**config.mk**
```make
export PLATFORM = sky130hd
export DESIGN_NAME = ebtc_top
export DESIGN_NICKNAME = d
export VERILOG_FILES = /design/src/logic/ebtc_pkg.sv /design/src/logic/ebtc_top.sv
export SDC_FILE = /design/constraint.sdc
export NUM_CORES = 1
export LEC_CHECK = 0
export ABC_CLOCK_PERIOD_IN_PS = 3800
export BUFFER_PORTS_ARGS = -buffer_cell sky130_fd_sc_hd__buf_4
export CORE_MARGIN = 4
export CORE_UTILIZATION = 56
export CTS_BUF_LIST = sky130_fd_sc_hd__clkbuf_8
export DETAILED_ROUTE_END_ITERATION = 8
export PLACE_DENSITY = 0.82
export SLEW_MARGIN = 20
export SYNTH_ARGS = -nofsm -noshare
export SYNTH_HDL_FRONTEND = slang
export SYNTH_SLANG_ARGS = --single-unit
export TNS_END_PERCENT = 10
```
**constraint.sdc**
```tcl
create_clock -name mclk -period 3.8 [get_ports mclk]
set_clock_uncertainty 0.15 [all_clocks]
set_input_delay 0.76 -clock mclk [delete_from_list [all_inputs] [get_ports mclk]]
set_output_delay 0.76 -clock mclk [all_outputs]
set_load 0.01 [all_outputs]
```
**src/logic/ebtc_pkg.sv**
```systemverilog
// constants for the eight bit timer with compare channel
package ebtc_pkg;
	// register byte offsets
	localparam logic [7:0] OFS_CTRL   = 8'h00;
	localparam logic [7:0] OFS_COUNT  = 8'h04;
	localparam logic [7:0] OFS_COMP   = 8'h08;
	localparam logic [7:0] OFS_FLAG   = 8'h0c;
	localparam logic [7:0] OFS_MASK   = 8'h10;
	localparam logic [7:0] OFS_ASYNC  = 8'h14;
	// control register fields
	localparam int CS_LSB    = 0;
	localparam int WGM_LO    = 3;
	localparam int WGM_HI    = 4;
	localparam int COM_LSB   = 5;
	localparam int FOC_BIT   = 7;
	// flag and mask fields
	localparam int OVF_BIT   = 0;
	localparam int CMP_BIT   = 1;
	// async status field
	localparam int ASEL_BIT  = 3;
	// reset values
	localparam logic [7:0] CTRL_RST  = 8'h00;
	localparam logic [7:0] COUNT_RST = 8'h00;
	localparam logic [7:0] COMP_RST  = 8'h00;
	// counter extremes
	localparam logic [7:0] CNT_BOTTOM = 8'h00;
	localparam logic [7:0] CNT_MAX    = 8'hff;
	// prescaler divide masks, a tick when the masked bits are all ones
	localparam logic [9:0] DIV8    = 10'h007;
	localparam logic [9:0] DIV32   = 10'h01f;
	localparam logic [9:0] DIV64   = 10'h03f;
	localparam logic [9:0] DIV128  = 10'h07f;
	localparam logic [9:0] DIV256  = 10'h0ff;
	localparam logic [9:0] DIV1024 = 10'h3ff;
	// bus answers
	localparam logic [1:0] RESP_OKAY   = 2'h0;
	localparam logic [1:0] RESP_SLVERR = 2'h2;
	// waveform modes
	typedef enum logic [1:0] {
		ebtc_normal = 2'h0,
		ebtc_pcpwm  = 2'h1,
		ebtc_ctc    = 2'h2,
		ebtc_fpwm   = 2'h3
	} ebtc_mode_t;
endpackage : ebtc_pkg

```
**src/logic/ebtc_top.sv**
```systemverilog
// eight bit timer with one compare channel behind an axi4-lite slave
//
// The placing of the registers and the AXI4-Lite slave port are this design's own decisions.
`timescale 1ns/1ps
module ebtc_top (
	input  wire logic        mclk,
	input  wire logic        rst,
	input  wire logic [7:0]  s_axi_awaddr,
	input  wire logic        s_axi_awvalid,
	output logic             s_axi_awready,
	input  wire logic [31:0] s_axi_wdata,
	input  wire logic [3:0]  s_axi_wstrb,
	input  wire logic        s_axi_wvalid,
	output logic             s_axi_wready,
	output logic [1:0]       s_axi_bresp,
	output logic             s_axi_bvalid,
	input  wire logic        s_axi_bready,
	input  wire logic [7:0]  s_axi_araddr,
	input  wire logic        s_axi_arvalid,
	output logic             s_axi_arready,
	output logic [31:0]      s_axi_rdata,
	output logic [1:0]       s_axi_rresp,
	output logic             s_axi_rvalid,
	input  wire logic        s_axi_rready,
	input  wire logic        osc_pin_in,
	output logic             osc_pin_out,
	input  wire logic        ovf_irq_ack,
	input  wire logic        cmp_irq_ack,
	output logic             ovf_irq,
	output logic             cmp_irq,
	output logic             compare_output
);
	import ebtc_pkg::*;

	// bus state
	logic        aw_ff, w_ff;
	logic [7:0]  awaddr_ff;
	logic [31:0] wdata_ff;
	logic        wen_ff;
	logic        bvalid_ff, rvalid_ff;
	logic [1:0]  bresp_ff, rresp_ff;
	logic [31:0] rdata_ff;
	// registers
	logic [7:0]  ctrl_ff;
	logic [7:0]  counter_value_ff;
	logic [7:0]  compare_value_reg_ff;
	logic [7:0]  compare_buf_ff;
	logic [1:0]  timer_flag_reg_ff;
	logic [1:0]  timer_mask_reg_ff;
	logic        async_clock_select_ff;
	// timer state
	logic        osc_s1_ff, osc_s2_ff, osc_s3_ff;
	logic [9:0]  presc_ff;
	logic        down_ff;
	logic        block_ff;
	logic        oc_ff;
	logic        osc_out_ff;
	logic        ovf_irq_ff, cmp_irq_ff;

	// write decode
	wire         wr_go      = aw_ff && w_ff && !bvalid_ff;
	wire         wr_ok      = wr_go && wen_ff;
	wire         wr_ctrl    = wr_ok && awaddr_ff == OFS_CTRL;
	wire         wr_count   = wr_ok && awaddr_ff == OFS_COUNT;
	wire         wr_comp    = wr_ok && awaddr_ff == OFS_COMP;
	wire         wr_flag    = wr_ok && awaddr_ff == OFS_FLAG;
	wire         wr_mask    = wr_ok && awaddr_ff == OFS_MASK;
	wire         wr_async   = wr_ok && awaddr_ff == OFS_ASYNC;
	wire         wr_mapped  = awaddr_ff == OFS_CTRL || awaddr_ff == OFS_COUNT
		|| awaddr_ff == OFS_COMP || awaddr_ff == OFS_FLAG
		|| awaddr_ff == OFS_MASK || awaddr_ff == OFS_ASYNC;
	wire  [7:0]  wbyte      = wdata_ff[7:0];
	wire         rd_go      = s_axi_arvalid && !rvalid_ff;
	wire         rd_mapped  = s_axi_araddr == OFS_CTRL
		|| s_axi_araddr == OFS_COUNT || s_axi_araddr == OFS_COMP
		|| s_axi_araddr == OFS_FLAG || s_axi_araddr == OFS_MASK
		|| s_axi_araddr == OFS_ASYNC;

	// field selection
	wire  [2:0]  clock_select_field = ctrl_ff[CS_LSB +: 3];
	wire         waveform_mode_lo   = ctrl_ff[WGM_LO];
	wire         waveform_mode_hi   = ctrl_ff[WGM_HI];
	wire  [1:0]  compare_output_mode = ctrl_ff[COM_LSB +: 2];
	wire         force_compare_strobe = wr_ctrl && wbyte[FOC_BIT]
		&& !wbyte[WGM_LO];
	wire  [1:0]  oc_com     = force_compare_strobe ? wbyte[COM_LSB +: 2]
		: compare_output_mode;
	ebtc_mode_t  mode;
	assign mode = ebtc_mode_t'({waveform_mode_hi, waveform_mode_lo});
	wire         pwm_mode   = mode == ebtc_pcpwm || mode == ebtc_fpwm;

	// clock source and prescaler
	wire         osc_rise   = osc_s2_ff && !osc_s3_ff;
	wire         src_tick   = async_clock_select_ff ? osc_rise : 1'b1;
	logic        presc_hit;
	always_comb begin
		unique case (clock_select_field)
		3'h1:    presc_hit = 1'b1;
		3'h2:    presc_hit = (presc_ff & DIV8) == DIV8;
		3'h3:    presc_hit = (presc_ff & DIV32) == DIV32;
		3'h4:    presc_hit = (presc_ff & DIV64) == DIV64;
		3'h5:    presc_hit = (presc_ff & DIV128) == DIV128;
		3'h6:    presc_hit = (presc_ff & DIV256) == DIV256;
		3'h7:    presc_hit = (presc_ff & DIV1024) == DIV1024;
		default: presc_hit = 1'b0;
		endcase
	end
	wire         tick       = src_tick && presc_hit;

	// counter unit
	wire         at_bottom  = counter_value_ff == CNT_BOTTOM;
	wire         at_max     = counter_value_ff == CNT_MAX;
	wire         match      = counter_value_ff == compare_value_reg_ff
		&& !block_ff;
	wire  [7:0]  top_val    = mode == ebtc_ctc ? compare_value_reg_ff
		: CNT_MAX;
	logic [7:0]  nxt_counter_value;
	logic        nxt_down;
	logic        ovf_evt;
	always_comb begin
		nxt_counter_value = counter_value_ff + 8'h01;
		nxt_down = down_ff;
		ovf_evt = 1'b0;
		unique case (mode)
		ebtc_ctc: begin
			if (match) begin
				nxt_counter_value = CNT_BOTTOM;
			end
			ovf_evt = at_max;
		end
		ebtc_pcpwm: begin
			if (down_ff) begin
				nxt_counter_value = counter_value_ff - 8'h01;
			end
			if (at_max) begin
				nxt_down = 1'b1;
				nxt_counter_value = counter_value_ff - 8'h01;
			end else if (at_bottom && down_ff) begin
				nxt_down = 1'b0;
				nxt_counter_value = counter_value_ff + 8'h01;
				ovf_evt = 1'b1;
			end
		end
		default: begin
			ovf_evt = counter_value_ff == top_val;
		end
		endcase
	end

	// double buffer update point
	wire         upd_pt     = mode == ebtc_fpwm ? at_max
		: at_max && !down_ff;

	// waveform generator
	logic        nxt_oc;
	always_comb begin
		nxt_oc = oc_ff;
		if (!pwm_mode || force_compare_strobe) begin
			if ((tick && match) || force_compare_strobe) begin
				unique case (oc_com)
				2'h1:    nxt_oc = !oc_ff;
				2'h2:    nxt_oc = 1'b0;
				2'h3:    nxt_oc = 1'b1;
				default: nxt_oc = oc_ff;
				endcase
			end
		end else if (tick && compare_output_mode[1]) begin
			if (mode == ebtc_fpwm) begin
				if (match) begin
					nxt_oc = compare_output_mode[0];
				end else if (at_max) begin
					nxt_oc = !compare_output_mode[0];
				end
			end else if (match) begin
				nxt_oc = compare_output_mode[0] ^ down_ff;
			end
		end
	end

	// read mux
	logic [7:0]  rd_byte;
	always_comb begin
		rd_byte = 8'h00;
		unique case (s_axi_araddr)
		OFS_CTRL:  rd_byte = {1'b0, ctrl_ff[6:0]};
		OFS_COUNT: rd_byte = counter_value_ff;
		OFS_COMP:  rd_byte = compare_buf_ff;
		OFS_FLAG:  rd_byte = {6'h00, timer_flag_reg_ff};
		OFS_MASK:  rd_byte = {6'h00, timer_mask_reg_ff};
		OFS_ASYNC: rd_byte = {4'h0, async_clock_select_ff, 3'h0};
		default:   rd_byte = 8'h00;
		endcase
	end

	wire         ovf_set    = tick && !wr_count && ovf_evt;
	wire         cmp_set    = tick && match;
	wire  [1:0]  flag_clr   = (wr_flag ? wbyte[1:0] : 2'h0)
		| {cmp_irq_ack, ovf_irq_ack};
	wire  [1:0]  flag_set   = {cmp_set, ovf_set};

	// axi write channel
	always_ff @(posedge mclk or posedge rst) begin
		if (rst) begin
			aw_ff <= 1'b0;
			w_ff <= 1'b0;
			awaddr_ff <= 8'h00;
			wdata_ff <= 32'h0000_0000;
			wen_ff <= 1'b0;
		end else begin
			if (s_axi_awvalid && !aw_ff) begin
				aw_ff <= 1'b1;
				awaddr_ff <= s_axi_awaddr;
			end else if (wr_go) begin
				aw_ff <= 1'b0;
			end
			if (s_axi_wvalid && !w_ff) begin
				w_ff <= 1'b1;
				wdata_ff <= s_axi_wdata;
				wen_ff <= s_axi_wstrb[0];
			end else if (wr_go) begin
				w_ff <= 1'b0;
			end
		end
	end

	// axi responses
	always_ff @(posedge mclk or posedge rst) begin
		if (rst) begin
			bvalid_ff <= 1'b0;
			bresp_ff <= RESP_OKAY;
			rvalid_ff <= 1'b0;
			rresp_ff <= RESP_OKAY;
			rdata_ff <= 32'h0000_0000;
		end else begin
			if (wr_go) begin
				bvalid_ff <= 1'b1;
				bresp_ff <= wr_mapped ? RESP_OKAY : RESP_SLVERR;
			end else if (s_axi_bready) begin
				bvalid_ff <= 1'b0;
			end
			if (rd_go) begin
				rvalid_ff <= 1'b1;
				rresp_ff <= rd_mapped ? RESP_OKAY : RESP_SLVERR;
				rdata_ff <= {24'h00_0000, rd_byte};
			end else if (s_axi_rready) begin
				rvalid_ff <= 1'b0;
			end
		end
	end

	// software registers
	always_ff @(posedge mclk or posedge rst) begin
		if (rst) begin
			ctrl_ff <= CTRL_RST;
			timer_mask_reg_ff <= 2'h0;
			async_clock_select_ff <= 1'b0;
			compare_buf_ff <= COMP_RST;
			compare_value_reg_ff <= COMP_RST;
			timer_flag_reg_ff <= 2'h0;
		end else begin
			if (wr_ctrl) begin
				ctrl_ff <= {1'b0, wbyte[6:0]};
			end
			if (wr_mask) begin
				timer_mask_reg_ff <= wbyte[1:0];
			end
			if (wr_async) begin
				async_clock_select_ff <= wbyte[ASEL_BIT];
			end
			if (wr_comp) begin
				compare_buf_ff <= wbyte;
			end
			if (wr_comp && !pwm_mode) begin
				compare_value_reg_ff <= wbyte;
			end else if (!pwm_mode) begin
				compare_value_reg_ff <= compare_buf_ff;
			end else if (tick && upd_pt) begin
				compare_value_reg_ff <= compare_buf_ff;
			end
			timer_flag_reg_ff <= (timer_flag_reg_ff & ~flag_clr)
				| flag_set;
		end
	end

	// counter and waveform state
	always_ff @(posedge mclk or posedge rst) begin
		if (rst) begin
			counter_value_ff <= COUNT_RST;
			down_ff <= 1'b0;
			block_ff <= 1'b0;
			oc_ff <= 1'b0;
			presc_ff <= 10'h000;
		end else begin
			if (src_tick) begin
				presc_ff <= presc_ff + 10'h001;
			end
			if (wr_count) begin
				counter_value_ff <= wbyte;
				block_ff <= 1'b1;
			end else if (tick) begin
				counter_value_ff <= nxt_counter_value;
				down_ff <= mode == ebtc_pcpwm ? nxt_down : 1'b0;
				block_ff <= 1'b0;
			end
			oc_ff <= nxt_oc;
		end
	end

	// oscillator synchroniser and outputs
	always_ff @(posedge mclk or posedge rst) begin
		if (rst) begin
			osc_s1_ff <= 1'b0;
			osc_s2_ff <= 1'b0;
			osc_s3_ff <= 1'b0;
			osc_out_ff <= 1'b0;
			ovf_irq_ff <= 1'b0;
			cmp_irq_ff <= 1'b0;
		end else begin
			osc_s1_ff <= osc_pin_in;
			osc_s2_ff <= osc_s1_ff;
			osc_s3_ff <= osc_s2_ff;
			osc_out_ff <= async_clock_select_ff && !osc_s2_ff;
			ovf_irq_ff <= timer_flag_reg_ff[OVF_BIT]
				&& timer_mask_reg_ff[OVF_BIT] && !ovf_irq_ack;
			cmp_irq_ff <= timer_flag_reg_ff[CMP_BIT]
				&& timer_mask_reg_ff[CMP_BIT] && !cmp_irq_ack;
		end
	end

	assign s_axi_awready  = !aw_ff;
	assign s_axi_wready   = !w_ff;
	assign s_axi_bvalid   = bvalid_ff;
	assign s_axi_bresp    = bresp_ff;
	assign s_axi_arready  = !rvalid_ff;
	assign s_axi_rvalid   = rvalid_ff;
	assign s_axi_rresp    = rresp_ff;
	assign s_axi_rdata    = rdata_ff;
	assign osc_pin_out    = osc_out_ff;
	assign ovf_irq        = ovf_irq_ff;
	assign cmp_irq        = cmp_irq_ff;
	assign compare_output = oc_ff;
endmodule : ebtc_top

```
After elaboration in Yosys (flattened, before gate mapping)
Index checks and enable logic that the tools add are counted.
W data, S select, Z words.
- flip-flop bits (word level): 88
- input bits: 62
- output and inout bits: 45
- logic and storage cells: 185
- add/sub/neg operators: 3
- eq/ne operators: 36
- mux-type cells: 42
- bitwise gates (word level): 6
- reductions and logical operators: 71
- operators by type and width (operator ; count):
    $mux W8 ; 10
    $pmux W8 S6 ; 1
    $eq A8 B4 Y1 const B ; 4
    $eq A8 B5 Y1 const B ; 4
    $logic_and A1 B1 Y1 ; 30
    $logic_not A8 Y1 ; 3
    $mux W1 ; 23
    $eq A8 B3 Y1 const B ; 2
    $eq A8 B8 Y1 ; 2
    $eq A8 B8 Y1 const B ; 2
    $pmux W8 S2 ; 1
    $eq A3 B3 Y1 const B ; 5
    $logic_not A1 Y1 ; 15
    $logic_or A1 B1 Y1 ; 13
    $reduce_bool A2 Y1 ; 6
    $add A10 B1 Y10 const B ; 1
    $eq A10 B10 Y1 const B ; 1
    $add A8 B1 Y8 const B ; 1
    $eq A2 B2 Y1 const B ; 4
    $mux W2 ; 4
    $sub A8 B1 Y8 const B ; 1
    $eq A7 B7 Y1 const B ; 1
    $pmux W1 S7 ; 1
    $eq A3 B2 Y1 const B ; 2
    18 further kinds ; 21

Depth between registers and ports, before layout
- depth after elaboration: 11
- depth in mapped cells: 12
- mapped depth without buffers: 11

Worst setup path after synthesis
No wires, ideal clock.
- path type: reg2reg
- start point: reg awaddr_ff[0]
- end point: reg compare_value_reg_ff[0]
- setup time: 141 ps
- arrival time: 2466 ps
- required time: 3509 ps
- path slack: 1042 ps
- stages on the path, launching flop included: 9
- path buffers: 1
- clock period less this slack: 2758 ps
- cells stage by stage: dfrtp_1 or4_4 or4b_4 nor2_4 nand3b_1 buf_6 nor3_4 mux2i_1 a21oi_2
- longest elaborated chain between the ends: 4
- elaborated cells on any way between the ends: 5
- those cells by class: eq/ne (2); mux (1); reduce/logical (2)
- ends and longest elaborated chain (what ; RTL line ; RTL):
    start: declaration ; ebtc_top.sv:37 ; logic [7:0] awaddr_ff;
    start signal: assignment ; ebtc_top.sv:212 ; awaddr_ff <= s_axi_awaddr;
    $eq A8 B4 Y1 * ; ebtc_top.sv:65 ; wire wr_comp = wr_ok && awaddr_ff == OFS_COMP;
    $logic_and A1 B1 Y1 * ; ebtc_top.sv:65 ;
    $logic_and A1 B1 Y1 * ; ebtc_top.sv:273 ; if (wr_comp && !pwm_mode) begin
    $ne A3 B1 Y1 (no line) / $mux W8 (equally long branches) ; -- ;
    end signal: assignment ; ebtc_top.sv:274 ; compare_value_reg_ff <= wbyte;
    end signal: assignment ; ebtc_top.sv:276 ; compare_value_reg_ff <= compare_buf_ff;
    end signal: assignment ; ebtc_top.sv:278 ; compare_value_reg_ff <= compare_buf_ff;
    end: declaration ; ebtc_top.sv:46 ; logic [7:0] compare_value_reg_ff;
Mark *: on every way between the ends. The rest lies on a longest branch, timed or not.
A chain may end at the register's enable or synchronous reset.

Final worst setup path
- start point: reg awaddr_ff[0]
- end point: reg compare_value_reg_ff[2]
The elaborated chain is that of the path after synthesis.

==> results.env <==
SETUP.REG_TO_REG.WORST_SLACK_NS=0.73
SYNTH_TOP_AREA_FRAC=0.453
DRC=0
PATH_CLK_SLEW_NS=0.08
FINAL_GP_CONGESTION=0.903
CRITPATHKIND='flop to flop'
NNETSFINAL=600
CLK-INSERTION-DELAY-LATE_NS=0.35
DRT_ITER0_DRC=232
GRT.OVERFLOW.TOTAL=0
NUM-FILL-CELLS=667
LAYOUT-AREA-OVERHEAD-VS-SYNTH_PCT=11.6
TOTALWIRELENGTH_MM=11.0
R2R.WORST_PATH.CELLS=7
FINAL_REPORT_MAX_SLEW_VIOLATION_COUNT=0
SYNTH_TOP_FAMILY_BY_AREA='simple AND/OR/NAND/NOR gates'
TIMING.CRITICAL_PATH.REQUIRED_NS=3.88
SEQUENTIAL_CELL_AREA_SQ_UM=2150
STATIC_LEAK_nW=2.44
PLACEMENTROWS=33
POWER.NET_SWITCHING_mW=1.16
POWER.INTERNAL_mW=1.83
FP.COREAREA_SQ_UM=8220
SWITCHING_SHARE=0.388
PWR-SHARE-COMB=0.314
SLEW_HEADROOM=0.473
CTSHOLDBUFFERS=0
POSTSYNTHREGISTERBITS=86
LAYOUT_WORST_PATH_CYCLE_SHARE=0.807
WORST-ENDPOINT-ARRIVAL_NS=3.15
WL_MET3_UM=677
CP_CELL_SEQUENCE='or4_4 -> or4b_4 -> nor2_4 -> nand3b_1 -> nor3_4 -> mux2i_1 -> a21oi_2'
SYNTH_CELL_TYPES=63
LAYOUT_COMMON_CELLS='sky130_fd_sc_hd__dfrtp_1, sky130_fd_sc_hd__buf_4, sky130_fd_sc_hd__nand2_1'
REPORT.POWER.TOTAL_mW=2.99
P_SEQ_FRAC=0.498
FP.DIEAREA_SQ_UM=10000
DP_HPWL_MM=8.12
SYNTHADDERAREAFRAC=0.0237
NUMBER_OF_GLOBAL_ROUTE_VIAS_BEFORE_REPAIR=3709
WORST_HOLD_STARTPOINT='osc_s1_ff'
COUNT_OF_INPUT_AND_OUTPUT_BUFFERS=53
CLOCK_SINK_TOTAL=86
CLK_PATH_BUF_DEPTH=2
CTS_SETUP_BUFFERS=0
SYNTH-COMPOUND-AREA-SHARE=0.154
SLOWEST_STAGE_CELL_CRIT_PATH='sky130_fd_sc_hd__or4b_4'
SYNTH_SEQUENTIAL_AREA_RATIO=0.453
RESULT_OF_THE_RUN='completed'
YS_DOMINANT_REG_CELL='sky130_fd_sc_hd__dfrtp_1'
GR-USAGE-ALL-LAYERS=0.226
SYN_INST=481
FINALSETUPTNS_NS=0
POWER_FRAC_CLOCK=0.187
INITIAL_ANTENNA_VIOLATION_COUNT=0
SYNTH-EDFF-COUNT=0
POST_DRT_WL_PER_CELL_UM=17.1
DRIVE_GT1_FRAC=0.232
INSERTEDDIODECOUNT=0
INSERTED_CLOCK_BUFFERS=9
SYNTH_AREA_LEADERS='sky130_fd_sc_hd__dfrtp_1, sky130_fd_sc_hd__mux2_2, sky130_fd_sc_hd__buf_4'
CTS_TREE='yes'
SYNTH-XOR-AREA-SHARE=0.0185
SUM_OF_BUFFERS_AND_INVERTERS_ON_THE_CRITICAL_PATH=0
STARTPOINT_TYPE_OF_THE_WORST_SETUP_PATH='flop'
WIRE_LENGTH_OF_THE_FIRST_GLOBAL_ROUTING_PASS_MM=17.9
POST_DRT_VIA_CELL_RATIO=5.86
WORST_PATH_DOMINANT_CELL_FAMILY='simple AND/OR/NAND/NOR gates'
POWER.DENSITY_CELL_AREA_nW_PER_UM2=564
R2R-START='awaddr_ff[0]'
SYNTH_TOP_AREA_CELL='sky130_fd_sc_hd__dfrtp_1'
CTS_RESIZED=0
LEADING_CELL_TYPE_IN_THE_LAYOUT_FILL_AND_TAPS_EXCLUDED='sky130_fd_sc_hd__dfrtp_1'
WORSTREG2REGEND='compare_value_reg_ff[2]'
MAXCAPVIOLATIONS=0
SYNTH_WARNINGS=0
CLOCKROOTBUFFER='sky130_fd_sc_hd__clkbuf_8'
GRT_MAX_DEGREE=43
IO_PINS=107
DR_TOTAL_VIAS=3745
GRT_SETUP_UNREPAIRED='false'
MUX_CONTRIBUTION_TO_SYNTHESIZED_AREA=0.112
DRT_PASS1_ITERATIONS=5
DIE_H_UM=100
DP_WORST_SETUP_SLACK_NS=0.780
HOLD_PATH_CLASS='flop to flop'
PEAKVDDDROP_mV=0.395
CRITICAL-PATH-MAX-STAGE-DELAY_NS=0.57
MAX_CLOCK_FREQ_GHz=0.326
ENDPOINT_KIND='flop'
MET1_LENGTH_MM=4.72
WORSTHOLDPATHCELLS=0
FINALHOLDVIOLATIONS=0
FLOORPLAN.DIE.WIDTH_UM=100
ASYNC_FLOP_SHARE=1.00
DETAIL-ROUTE-ANTENNA-NETS=0
CRIT_PATH_MAX_FANOUT=8
SYNTH_SIMPLE_GATE_AREA_SHARE=0.158
POST-ROUTE-MIN-PERIOD_NS=3.07
FINAL-SETUP-VIOL-COUNT=0
START_UTIL=0.578
AVGSYNTHCELLAREA_SQ_UM=9.87
POSTLAYOUTSETUPSLACKWORST_NS=0.733
SYN-CELL-AREA_SQ_UM=4750
CTS-HTREE-LEVELS=3
MET2ROUTEDLENGTH_MM=5.39
MULTIINPUTGATEAREA_SQ_UM=2310
WORST_SLEW_PIN_TRAN_NS=0.789
DR.MAX_LAYER_USED='met4'
HOLD-PATH-ENDPOINT='osc_s2_ff'
==> cell usage after synthesis (all sizes together), types with 4 or more instances <==
cell type  instances
o22ai              4
mux2i             16
nand4              6
nor2              32
xnor2              4
nand3             13
xor2               6
nor2b              7
nand2             53
clkbuf            16
a22oi              5
and3               5
ha                 9
a211oi             4
dfrtp             86
nor3               5
nor4               4
nand2b             6
a22o               8
nand3b             4
inv               24
o21ai             35
a21oi             16
mux2              33
o211ai             5
buf               31
a31oi              5
==> logic make-up after synthesis <==
group | after synthesis
compound gates | 107
xor+xnor | 10
mux | 49
other cells | 1
fa+ha+maj | 9
buf+inv | 71
simple gates | 148
flops | 86
==> sequential cells by signal, indices dropped and copies added, names as in the netlist, 2 cells and up <==
register	cells
s_axi_rdata	8
presc_ff	10
ctrl_ff	7
counter_value_ff	8
compare_buf_ff	8
timer_flag_reg_ff	2
awaddr_ff	8
compare_value_reg_ff	8
wdata_ff	8
timer_mask_reg_ff	2
==> metal layers <==
metal | track usage | vias up
li1 | - | 1761
met1 | 0.294 | 1811
met2 | 0.381 | 153
met3 | 0.0417 | 20
met4 | 0.0777 | 0
met5 | 0 | -
==> power groups by stage <==
| stage | combinational, mW | sequential (mW) | clock, mW |
|---|---|---|---|
| floorplan | 0.766 | 1.35 | 0 |
| detailed placement | 0.922 | 1.50 | 0 |
| CTS | 0.933 | 1.48 | 0.566 |
| global placement | 0.887 | 1.48 | 0 |
| global route | 1.04 | 1.53 | 0.614 |
| finish | 0.939 | 1.49 | 0.559 |
==> stage by stage <==
step                       util  area, sq um  std cells  hold slack (ns)
after floorplan               -         4840        506            0.181
after global placement    0.624         5130        623            0.185
after detailed placement  0.624         5130        623            0.212
after CTS                 0.645         5300        639            0.224
after global routing      0.645         5300        639            0.246
final                     0.645         5300        639            0.228
==> final cells by class <==
class                   instances  share of cell area
multi-input cells             349               0.436
flip-flops and latches         86               0.406
repair buffers                 59              0.0836
well taps                     105              0.0248
clock buffers                   9              0.0234
inverters                      24              0.0172
clock inverters                 7             0.00827
==> worst max-delay path by stage <==
stage | from | to | slack, ns | cells past startpoint
floorplan | rst | async_clock_select_ff | 0.67 | 1
global placement | awaddr_ff[0] | compare_value_reg_ff[2] | 0.84 | 7
detailed placement | awaddr_ff[0] | compare_output | 0.78 | 9
CTS | awaddr_ff[0] | compare_value_reg_ff[2] | 0.76 | 7
global route | awaddr_ff[0] | compare_output | 0.59 | 9
finish | awaddr_ff[0] | compare_value_reg_ff[2] | 0.73 | 7
==> worst reg2reg max path: cells and delay by family, from the launching register on <==
family / cells / cell delay, ns
simple gates: 5 / 1.92
compound gates: 1 / 0.10
flops: 1 / 0.38
mux: 1 / 0.39
(Power assumes the default switching activity.)
